==> src/shared/timer_core_defines.svh <==
// constants for the timer module common core: byte addresses, field codes, prescaler taps
`ifndef TIMER_CORE_DEFINES_SVH
`define TIMER_CORE_DEFINES_SVH

// byte addresses of the register window
`define ADDR_COUNTER_LOW 3'h0
`define ADDR_COUNTER_HIGH 3'h1
`define ADDR_COMPARE_A_LOW 3'h2
`define ADDR_COMPARE_A_HIGH 3'h3
`define ADDR_COMPARE_P_LOW 3'h4
`define ADDR_COMPARE_P_HIGH 3'h5

// clock_select_field codes
`define CLKSEL_SYS_DIV4 3'h0
`define CLKSEL_SYS 3'h1
`define CLKSEL_HI_DIV16 3'h2
`define CLKSEL_HI_DIV64 3'h3
`define CLKSEL_SUB_A 3'h4
`define CLKSEL_SUB_B 3'h5
`define CLKSEL_EXT_RISE 3'h6
`define CLKSEL_EXT_FALL 3'h7

// operating mode codes
`define MODE_COMPARE_OUT 3'h0
`define MODE_CAPTURE 3'h1
`define MODE_PWM 3'h2
`define MODE_SINGLE_PULSE 3'h3
`define MODE_TIMER 3'h4

// compare match output action
`define ACTION_NONE 2'h0
`define ACTION_LOW 2'h1
`define ACTION_HIGH 2'h2
`define ACTION_TOGGLE 2'h3

// capture_edge_select codes
`define CAPTURE_RISE 2'h0
`define CAPTURE_FALL 2'h1
`define CAPTURE_BOTH 2'h2
`define CAPTURE_OFF 2'h3

// prescaler width and the terminal counts of each tap
`define PRESCALE_W 6
`define PRESCALE_DIV4_MASK 6'h03
`define PRESCALE_DIV16_MASK 6'h0F
`define PRESCALE_DIV64_MASK 6'h3F

`define REG_RESET_BYTE 8'h00

`endif

==> src/shared/timer_core_pkg.sv <==
// types of the timer module common core
package timer_core_pkg;
   typedef enum logic {PULSE_IDLE, PULSE_ACTIVE} pulse_state_t;
endpackage : timer_core_pkg

==> src/rtl/pin_sync.sv <==
// three-stage synchroniser with agreement filter and edge pulses for an asynchronous pin
module pin_sync (
   input wire logic ref_clk,
   input wire logic arst_n,
   input wire logic pinIn,
   output logic level,
   output logic rise,
   output logic fall
);
   logic stage1;
   logic stage2;
   logic stage3;
   wire agree = (stage2 == stage3);
   wire next_level = agree ? stage3 : level;

   always_ff @(posedge ref_clk or negedge arst_n) begin
      if (!arst_n) begin
         stage1 <= 1'b0;
         stage2 <= 1'b0;
         stage3 <= 1'b0;
         level <= 1'b0;
         rise <= 1'b0;
         fall <= 1'b0;
      end else begin
         stage1 <= pinIn;
         stage2 <= stage1;
         stage3 <= stage2;
         level <= next_level;
         rise <= next_level & ~level;
         fall <= ~next_level & level;
      end
   end
endmodule : pin_sync

==> src/rtl/timer_module.sv <==
// timer module common core: counter, comparators A and P, capture, output pins, buffered byte access
`include "timer_core_defines.svh"

// Notes on behaviour
// counter compared with A and P; match raises interrupt, may clear counter, change pins
// counter source chosen by clock_select_field: system, high-speed, sub or external clock
// external clock pin can advance the counter to count outside events
// separate interrupt outputs for comparator A match and comparator P match
// external clock pin counts on rising or falling edge as configured
// single pulse mode starts its pulse on the external clock pin trigger
// capture on rising, falling or both edges chosen by capture_edge_select
// periodic type may capture from the external clock pin instead of capture pin
// compare output mode drives pins high, low or toggles on match
// PWM waveform comes out on the same output pin pair
// one edge-aligned PWM channel, software adjusts duty or period
// pin functions only connect when their pin-function selection is set
// high bytes accessed directly, low bytes through one shared 8-bit buffer
// low-byte write fills buffer; high-byte write updates high and copies buffer low (comparators only; counter high writes are ignored)
// high-byte read returns high and latches low into buffer; low read returns buffer
// software must write low then high, read high then low
// match interrupts are single-cycle pulses on the system clock
module timer_module #(
   parameter int CNT_W = 10
) (
   input wire logic ref_clk,
   input wire logic arst_n,
   input wire logic counterOn,
   input wire logic counterPause,
   input wire logic [2:0] clockSelect,
   input wire logic [2:0] modeSelect,
   input wire logic [1:0] outputAction,
   input wire logic [1:0] captureEdgeSelect,
   input wire logic outInitial,
   input wire logic outPolarity,
   input wire logic clearOnA,
   input wire logic periodOnA,
   input wire logic captureFromExt,
   input wire logic extPinSelected,
   input wire logic capturePinSelected,
   input wire logic outputPinSelected,
   input wire logic [2:0] regAddr,
   input wire logic regWrite,
   input wire logic regRead,
   input wire logic [7:0] regWdata,
   output logic [7:0] regRdata,
   input wire logic extClockPin,
   input wire logic capturePin,
   input wire logic subClockPin,
   output logic timerOutPin,
   output logic timerOutPinSecond,
   output logic timerOutEnable,
   output logic pulseBusy,
   output logic irqMatchA,
   output logic irqMatchP
);
   localparam int HI_W = CNT_W - 8;

   if (CNT_W < 9 || CNT_W > 16) begin : g_width_check
      $error("timer_module: CNT_W must lie between 9 and 16");
   end

   // high byte of a counter-wide value, zero above the implemented bits
   function automatic logic [7:0] high_byte(input logic [CNT_W-1:0] v);
      logic [15:0] wide;
      wide = 16'(v);
      return wide[15:8];
   endfunction : high_byte

   // a register with its high byte replaced and the low byte taken from the buffer
   function automatic logic [CNT_W-1:0] join_bytes(input logic [7:0] hi, input logic [7:0] lo);
      return {hi[HI_W-1:0], lo};
   endfunction : join_bytes

   logic [CNT_W-1:0] count;
   logic [CNT_W-1:0] compareA;
   logic [CNT_W-1:0] compareP;
   logic [7:0] byteBuffer;
   logic [`PRESCALE_W-1:0] prescale;
   logic onPrev;
   logic outState;
   timer_core_pkg::pulse_state_t pulseState;

   // pin synchronisers
   logic extLevel;
   logic extRise;
   logic extFall;
   logic capLevel;
   logic capRise;
   logic capFall;
   logic subLevel;
   logic subRise;
   logic subFall;

   pin_sync extSync (
      .ref_clk(ref_clk),
      .arst_n(arst_n),
      .pinIn(extClockPin),
      .level(extLevel),
      .rise(extRise),
      .fall(extFall)
   );

   pin_sync capSync (
      .ref_clk(ref_clk),
      .arst_n(arst_n),
      .pinIn(capturePin),
      .level(capLevel),
      .rise(capRise),
      .fall(capFall)
   );

   pin_sync subSync (
      .ref_clk(ref_clk),
      .arst_n(arst_n),
      .pinIn(subClockPin),
      .level(subLevel),
      .rise(subRise),
      .fall(subFall)
   );

   // pin functions are cut off unless their pin-function selection is set
   wire extRiseSel = extRise & extPinSelected;
   wire extFallSel = extFall & extPinSelected;
   wire capRiseSel = capRise & capturePinSelected;
   wire capFallSel = capFall & capturePinSelected;

   // high-speed clock is taken as ref_clk itself, so both ratios share one prescaler
   wire tickDiv4 = (prescale & `PRESCALE_DIV4_MASK) == `PRESCALE_DIV4_MASK;
   wire tickDiv16 = (prescale & `PRESCALE_DIV16_MASK) == `PRESCALE_DIV16_MASK;
   wire tickDiv64 = (prescale & `PRESCALE_DIV64_MASK) == `PRESCALE_DIV64_MASK;

   logic sourceTick;
   always_comb begin
      unique case (clockSelect)
         `CLKSEL_SYS_DIV4: sourceTick = tickDiv4;
         `CLKSEL_SYS: sourceTick = 1'b1;
         `CLKSEL_HI_DIV16: sourceTick = tickDiv16;
         `CLKSEL_HI_DIV64: sourceTick = tickDiv64;
         `CLKSEL_SUB_A, `CLKSEL_SUB_B: sourceTick = subRise;
         `CLKSEL_EXT_RISE: sourceTick = extRiseSel;
         `CLKSEL_EXT_FALL: sourceTick = extFallSel;
      endcase
   end

   wire modeCompare = (modeSelect == `MODE_COMPARE_OUT);
   wire modeCapture = (modeSelect == `MODE_CAPTURE);
   wire modePwm = (modeSelect == `MODE_PWM);
   wire modePulse = (modeSelect == `MODE_SINGLE_PULSE);
   wire modeTimer = (modeSelect == `MODE_TIMER);

   wire onRise = counterOn & ~onPrev;

   // single pulse starts on the on-bit rising or on the external pin's rising edge
   wire pulseTrigger = modePulse & counterOn & (onRise | extRiseSel);
   wire pulseRunning = (pulseState == timer_core_pkg::PULSE_ACTIVE);

   wire countEnable = counterOn & ~counterPause & (~modePulse | pulseRunning);
   wire countStep = countEnable & sourceTick & ~onRise;
   wire [CNT_W-1:0] stepValue = CNT_W'(count + 1'b1);

   // a match is judged on the value the counter holds, so the period is compare + 1 ticks
   // P at zero stands for the wrap from all ones, i.e. plain overflow
   wire [CNT_W-1:0] pLimit = (compareP == '0) ? '1 : compareP;
   wire hitA = countStep & (count == compareA) & ~modeCapture;
   wire hitP = countStep & (count == pLimit);

   // in PWM the period comparator always clears; elsewhere software picks the clearing comparator
   wire clearSelA = modePwm ? periodOnA : clearOnA;
   wire clearNow = clearSelA ? hitA : hitP;

   // capture source: dedicated pin, or the external clock pin on the periodic type
   wire srcRise = captureFromExt ? extRiseSel : capRiseSel;
   wire srcFall = captureFromExt ? extFallSel : capFallSel;
   logic captureEdge;
   always_comb begin
      unique case (captureEdgeSelect)
         `CAPTURE_RISE: captureEdge = srcRise;
         `CAPTURE_FALL: captureEdge = srcFall;
         `CAPTURE_BOTH: captureEdge = srcRise | srcFall;
         `CAPTURE_OFF: captureEdge = 1'b0;
      endcase
   end
   wire captureHit = modeCapture & counterOn & captureEdge;

   wire [CNT_W-1:0] next_count = onRise ? '0 : (clearNow ? '0 : (countStep ? stepValue : count));

   // register window decode
   wire wrCompAHigh = regWrite & (regAddr == `ADDR_COMPARE_A_HIGH);
   wire wrCompPHigh = regWrite & (regAddr == `ADDR_COMPARE_P_HIGH);
   wire wrLow = regWrite & ((regAddr == `ADDR_COMPARE_A_LOW) | (regAddr == `ADDR_COMPARE_P_LOW) |
                            (regAddr == `ADDR_COUNTER_LOW));
   wire rdCntHigh = regRead & (regAddr == `ADDR_COUNTER_HIGH);
   wire rdCompAHigh = regRead & (regAddr == `ADDR_COMPARE_A_HIGH);
   wire rdCompPHigh = regRead & (regAddr == `ADDR_COMPARE_P_HIGH);
   wire rdLow = regRead & ((regAddr == `ADDR_COMPARE_A_LOW) | (regAddr == `ADDR_COMPARE_P_LOW) |
                           (regAddr == `ADDR_COUNTER_LOW));

   // capture wins over a software write to comparator A landing in the same cycle
   wire [CNT_W-1:0] next_compareA = captureHit ? count :
                                    (wrCompAHigh ? join_bytes(regWdata, byteBuffer) : compareA);
   wire [CNT_W-1:0] next_compareP = wrCompPHigh ? join_bytes(regWdata, byteBuffer) : compareP;

   // one shared buffer: low writes fill it, high reads refill it from the low byte
   wire [7:0] next_byteBuffer = wrLow ? regWdata :
                                rdCntHigh ? count[7:0] :
                                rdCompAHigh ? compareA[7:0] :
                                rdCompPHigh ? compareP[7:0] : byteBuffer;

   wire [7:0] next_regRdata = rdLow ? byteBuffer :
                              rdCntHigh ? high_byte(count) :
                              rdCompAHigh ? high_byte(compareA) :
                              rdCompPHigh ? high_byte(compareP) : regRdata;

   // output state per mode
   logic actionResult;
   always_comb begin
      unique case (outputAction)
         `ACTION_NONE: actionResult = outState;
         `ACTION_LOW: actionResult = 1'b0;
         `ACTION_HIGH: actionResult = 1'b1;
         `ACTION_TOGGLE: actionResult = ~outState;
      endcase
   end

   // edge aligned: active from period start until the duty comparator value
   wire [CNT_W-1:0] dutyValue = periodOnA ? compareP : compareA;
   wire pwmActive = counterOn & (next_count < dutyValue);

   logic next_outState;
   always_comb begin
      next_outState = outState;
      if (modePwm) begin
         next_outState = pwmActive;
      end else if (onRise) begin
         next_outState = outInitial;
      end else if (modeCompare & hitA) begin
         next_outState = actionResult;
      end else if (modePulse) begin
         if (pulseTrigger) begin
            next_outState = 1'b1;
         end else if (hitA) begin
            next_outState = 1'b0;
         end
      end
   end

   timer_core_pkg::pulse_state_t next_pulseState;
   always_comb begin
      next_pulseState = pulseState;
      unique case (pulseState)
         timer_core_pkg::PULSE_IDLE: begin
            if (pulseTrigger) begin
               next_pulseState = timer_core_pkg::PULSE_ACTIVE;
            end
         end
         timer_core_pkg::PULSE_ACTIVE: begin
            if (hitA | ~counterOn | ~modePulse) begin
               next_pulseState = timer_core_pkg::PULSE_IDLE;
            end
         end
      endcase
   end

   wire pinsUsed = modeCompare | modePwm | modePulse;
   wire next_pinLevel = next_outState ^ outPolarity;

   always_ff @(posedge ref_clk or negedge arst_n) begin
      if (!arst_n) begin
         prescale <= '0;
         onPrev <= 1'b0;
         count <= '0;
         compareA <= '0;
         compareP <= '0;
         byteBuffer <= `REG_RESET_BYTE;
         regRdata <= `REG_RESET_BYTE;
      end else begin
         prescale <= `PRESCALE_W'(prescale + 1'b1);
         onPrev <= counterOn;
         count <= next_count;
         compareA <= next_compareA;
         compareP <= next_compareP;
         byteBuffer <= next_byteBuffer;
         regRdata <= next_regRdata;
      end
   end

   always_ff @(posedge ref_clk or negedge arst_n) begin
      if (!arst_n) begin
         outState <= 1'b0;
         pulseState <= timer_core_pkg::PULSE_IDLE;
         pulseBusy <= 1'b0;
         timerOutPin <= 1'b0;
         timerOutPinSecond <= 1'b0;
         timerOutEnable <= 1'b0;
      end else begin
         outState <= next_outState;
         pulseState <= next_pulseState;
         pulseBusy <= (next_pulseState == timer_core_pkg::PULSE_ACTIVE);
         timerOutPin <= outputPinSelected & next_pinLevel;
         timerOutPinSecond <= outputPinSelected & ~next_pinLevel;
         timerOutEnable <= outputPinSelected & pinsUsed;
      end
   end

   // every event is already on ref_clk, so one registered cycle gives a clean pulse
   always_ff @(posedge ref_clk or negedge arst_n) begin
      if (!arst_n) begin
         irqMatchA <= 1'b0;
         irqMatchP <= 1'b0;
      end else begin
         irqMatchA <= hitA | captureHit;
         irqMatchP <= hitP;
      end
   end

   // timer mode, like capture mode, keeps timerOutEnable low; the pin levels are unused in every mode
   wire unusedLevels = extLevel ^ capLevel ^ subLevel ^ subFall ^ modeTimer;
endmodule : timer_module

==> config.mk <==
export PLATFORM = sky130hd
export DESIGN_NAME = timer_module
export DESIGN_NICKNAME = d
export VERILOG_FILES = /design/src/shared/timer_core_pkg.sv /design/src/rtl/pin_sync.sv /design/src/rtl/timer_module.sv
export VERILOG_INCLUDE_DIRS = /design/src /design/src/shared
export SDC_FILE = /design/constraint.sdc
export NUM_CORES = 1
export LEC_CHECK = 0
export BUFFER_PORTS_ARGS = -buffer_cell sky130_fd_sc_hd__buf_2
export CORE_MARGIN = 10
export CORE_UTILIZATION = 50
export DETAILED_ROUTE_END_ITERATION = 16
export GPL_ROUTABILITY_DRIVEN = 0
export HOLD_SLACK_MARGIN = 0.05
export PLACE_DENSITY_LB_ADDON = 0.25
export SYNTH_ARGS = -nofsm -noshare
export SYNTH_HDL_FRONTEND = slang
export SYNTH_SLANG_ARGS = --single-unit
==> constraint.sdc <==
create_clock -name ref_clk -period 4.85 [get_ports ref_clk]
set_input_delay 0.485 -clock ref_clk [delete_from_list [all_inputs] [get_ports ref_clk]]
set_output_delay 0.485 -clock ref_clk [all_outputs]
set_load 0.03 [all_outputs]
==> impl_results.md <==
* Most repeated cell in the gate-level netlist after synthesis: sky130_fd_sc_hd__dfrtp_1
* Die Footprint at 12700 µm²
* Number of warnings reported in the yosys synthesis log at 0
* Leading cell types by count after synthesis: sky130_fd_sc_hd__dfrtp_1, sky130_fd_sc_hd__nand2_1, sky130_fd_sc_hd__nor2_1
* Count of flip-flops with a built-in enable after synthesis at 0
* Initial Utilization at 0.519
* Clock edge transition at the registers on the reported setup and hold paths at 90 ps
* Count of routing violations after the opening detailed-route iteration at 172
* Row Count at 33
* Library cell with the largest summed area after synthesis: sky130_fd_sc_hd__dfrtp_1
* First-pass GRT wire length at 17500 µm
* Critical path depth in cells at 16
* Final Routed Wirelength at 10300 µm
* Run status: completed
* Largest voltage drop on the vdd net at 0.000229 V
* H-tree levels at 3
* Die outline height at 113 µm
* Cell types occupying the most area after synthesis: sky130_fd_sc_hd__dfrtp_1, sky130_fd_sc_hd__mux2i_1, sky130_fd_sc_hd__xnor2_1
* Slew margin rel. at 0.372
* Setup TNS Final at 0 ps
* Avg Synthesized Cell Area at 9.95 µm²
* Sum of overflow across all layers after global routing at 0
* Biggest cell delay along the critical path at 410 ps
* Maximum fanout along the worst path at 13
* Achievable frequency at 0.250 GHz
* Main combinational cell family by area after synthesis: simple AND/OR/NAND/NOR gates
* Top-Level Pins at 52
* Share of async-settable or async-resettable flops after synthesis at 1.00
* I/O Buffers at 51
* Endpoint type of the worst setup path: flop
* Multiplexer share of the synthesized area at 0.108
* Path category of the worst min-delay check: in -> reg
* Flip-flop cell with the highest count after synthesis: sky130_fd_sc_hd__dfrtp_1
* DR vias at 3436
* Distinct cell type count of the synthesized netlist at 51
* Post-CTS resize count at 0
* Average routed wire per standard cell at 17.7 µm
* Finish-stage setup viols at 0
* WP data required at 5070 ps
* Number of global-route vias before repair at 3535
* First-pass DRT Iterations at 5
* CTS tree: yes
* DPL Wire Length at 7550 µm
* GRT Util Overall at 0.164
* Clock sink count at 77
* Placed Cells incl. Taps at 566
* Portion of synthesized cell area occupied by the leading cell type at 0.447
* Share of the synthesized area in compound gates (AO/OA/AOI/OAI) at 0.141
* Max Cap Viol at 0
* Cell at the root of the clock tree: sky130_fd_sc_hd__clkbuf_8
* Area of the core at 8300 µm²
* Post-route insts no fill at 582
* Setup repair bufs after CTS at 0
* Final #Nets at 521
* N_diodes at 0
* Util after Layout at 0.580
* Worst hold stages at 1
* Post-synthesis instance area at 4310 µm²
* XOR/XNOR share of the synthesized area at 0.0589
* Critical path's top delay family: compound AO/OA/AOI/OAI gates
* Hold Vio Cnt, Final at 0
* Proportion of synthesized chip area in sequential cells at 0.447
* Adder-Cell Fraction of Synth Area at 0.0389
* Number of nets still failing antenna checks after routing at 0
* Ratio of cells with drive above 1 in the final layout at 0.184
* Static Leak at 2.32 nW
* CP Cell Sequence: ha_1 > nand3_1 > a211oi_1 > o211a_2 > o311ai_4 > or2_1 > nand2_1 > nor2_1 > ha_1 > a21o_1 > a21o_1 > a21oi_1 > o211ai_1 > nor2b_1 > a211oi_1 > o311ai_1
* Crit path kind: reg -> reg
* Post-Route Skew at 12.9 ps
* Arrival time at the worst endpoint at 4230 ps
* Power density cells at 380 nW/µm²
* Simple-gate area share of the yosys netlist at 0.180
* Crit start category: flop
* Tcrit/Tclk final at 0.826
* Max Slew Vio Count at 0
* Number of standard cells after synthesis at 433
* Die width at 113 µm
* Bufs and invs on worst path at 0
* Number of buffers created by CTS at 9
* Crit path max-delay cell type: sky130_fd_sc_hd__o211a_2
* Final critical delay including setup and external delays at 4010 ps
* Antenna violations before repair at 0
* Layout area overhead at 11.7%
* Hold-fix buffer count after cts at 0
* Setup repair after global routing missed its margin: false
* Number of remaining DRC errors at 0
* Worst-Margin Slew at 942 ps
* Vias per std cell at 5.90
* Maximum count of clock buffers along a single path at 2
* Source-to-sink clock delay at the later pin of the worst-skew pair at 360 ps
* Synthesized flop and latch total at 77
* Maximum number of pins on one net before global-route repair at 78
* Net count after synthesis at 482
* Depth of the most critical reg-to-reg path at 16
* Final Power at 0.00183 W
==> final timing paths <==
kind                            slack, ps                end            from
min in group asynchronous             240        prescale[4]          arst_n
worst min register to register        360     extSync.stage2  extSync.stage1
max in group asynchronous            3980        regRdata[0]          arst_n
worst max-delay path                  840  timerOutPinSecond     prescale[0]
worst min-delay path                  230     capSync.stage1      capturePin
worst max register to register        840  timerOutPinSecond     prescale[0]
==> cell usage in the layout, fill, tap and decap left out, drive strengths merged, types with 8 or more instances in the layout <==
| cell type | instances |
|---|---|
| ha | 11 |
| a22oi | 8 |
| mux2 | 11 |
| a21oi | 25 |
| xor2 | 10 |
| nand4 | 12 |
| buf | 51 |
| nand3 | 14 |
| nand2 | 39 |
| xnor2 | 19 |
| o21ai | 27 |
| mux2i | 34 |
| nor2 | 37 |
| dfrtp | 77 |
| nor2b | 8 |
| clkbuf | 9 |
==> power breakdown <==
part	internal (W)	switching [W]	leakage, nW	total [W]
clock network	0.000249	0.000266	0.101	0.000515
registers	0.000734	0.000126	0.977	0.000860
logic	0.000208	0.000248	1.24	0.000456
total	0.00119	0.000640	2.32	0.00183
==> layout make-up <==
cell class / instances / area, µm²
clock inverters: 7 / 90.1
well taps: 105 / 131
inverters: 4 / 15.0
fillers: 714 / 3490
repair buffers: 51 / 258
multi-input cells: 329 / 2270
flip-flops and latches: 77 / 1930
clock buffers: 9 / 124
==> flip-flops by register name (all words and copies together) (netlist names), 6 cells and up <==
signal	flops
regRdata	8
compareP	10
compareA	10
count	10
prescale	6
byteBuffer	8
==> per-stage QoR <==
| stage | setup slack (ps) | cell area [µm²] | hold WS [ps] |
|---|---|---|---|
| 3_3_place_gp | 983 | 4600 | 335 |
| 5_1_grt | 520 | 4810 | 209 |
| 6_report | 844 | 4810 | 227 |
| 2_1_floorplan | 1380 | 4310 | 189 |
| 4_1_cts | 874 | 4810 | 210 |
| 3_5_place_dp | 786 | 4600 | 343 |
==> metal layers <==
metal,vias to the layer above,routed length (µm),track usage
met5,-,0,0
met4,0,225,0.0609
met3,20,556,0.0391
met2,107,4780,0.251
met1,1663,4740,0.219
li1,1646,-,-
==> cell families after synthesis <==
family	after synthesis
DFF	77
xor gates and xnor gates	29
muxes	45
buffers and inverters	27
and+or+nand+nor	149
adders and majority gates	14
AOI/OAI and AO/OA	92
Note: power is estimated with default switching activity, not from simulation.
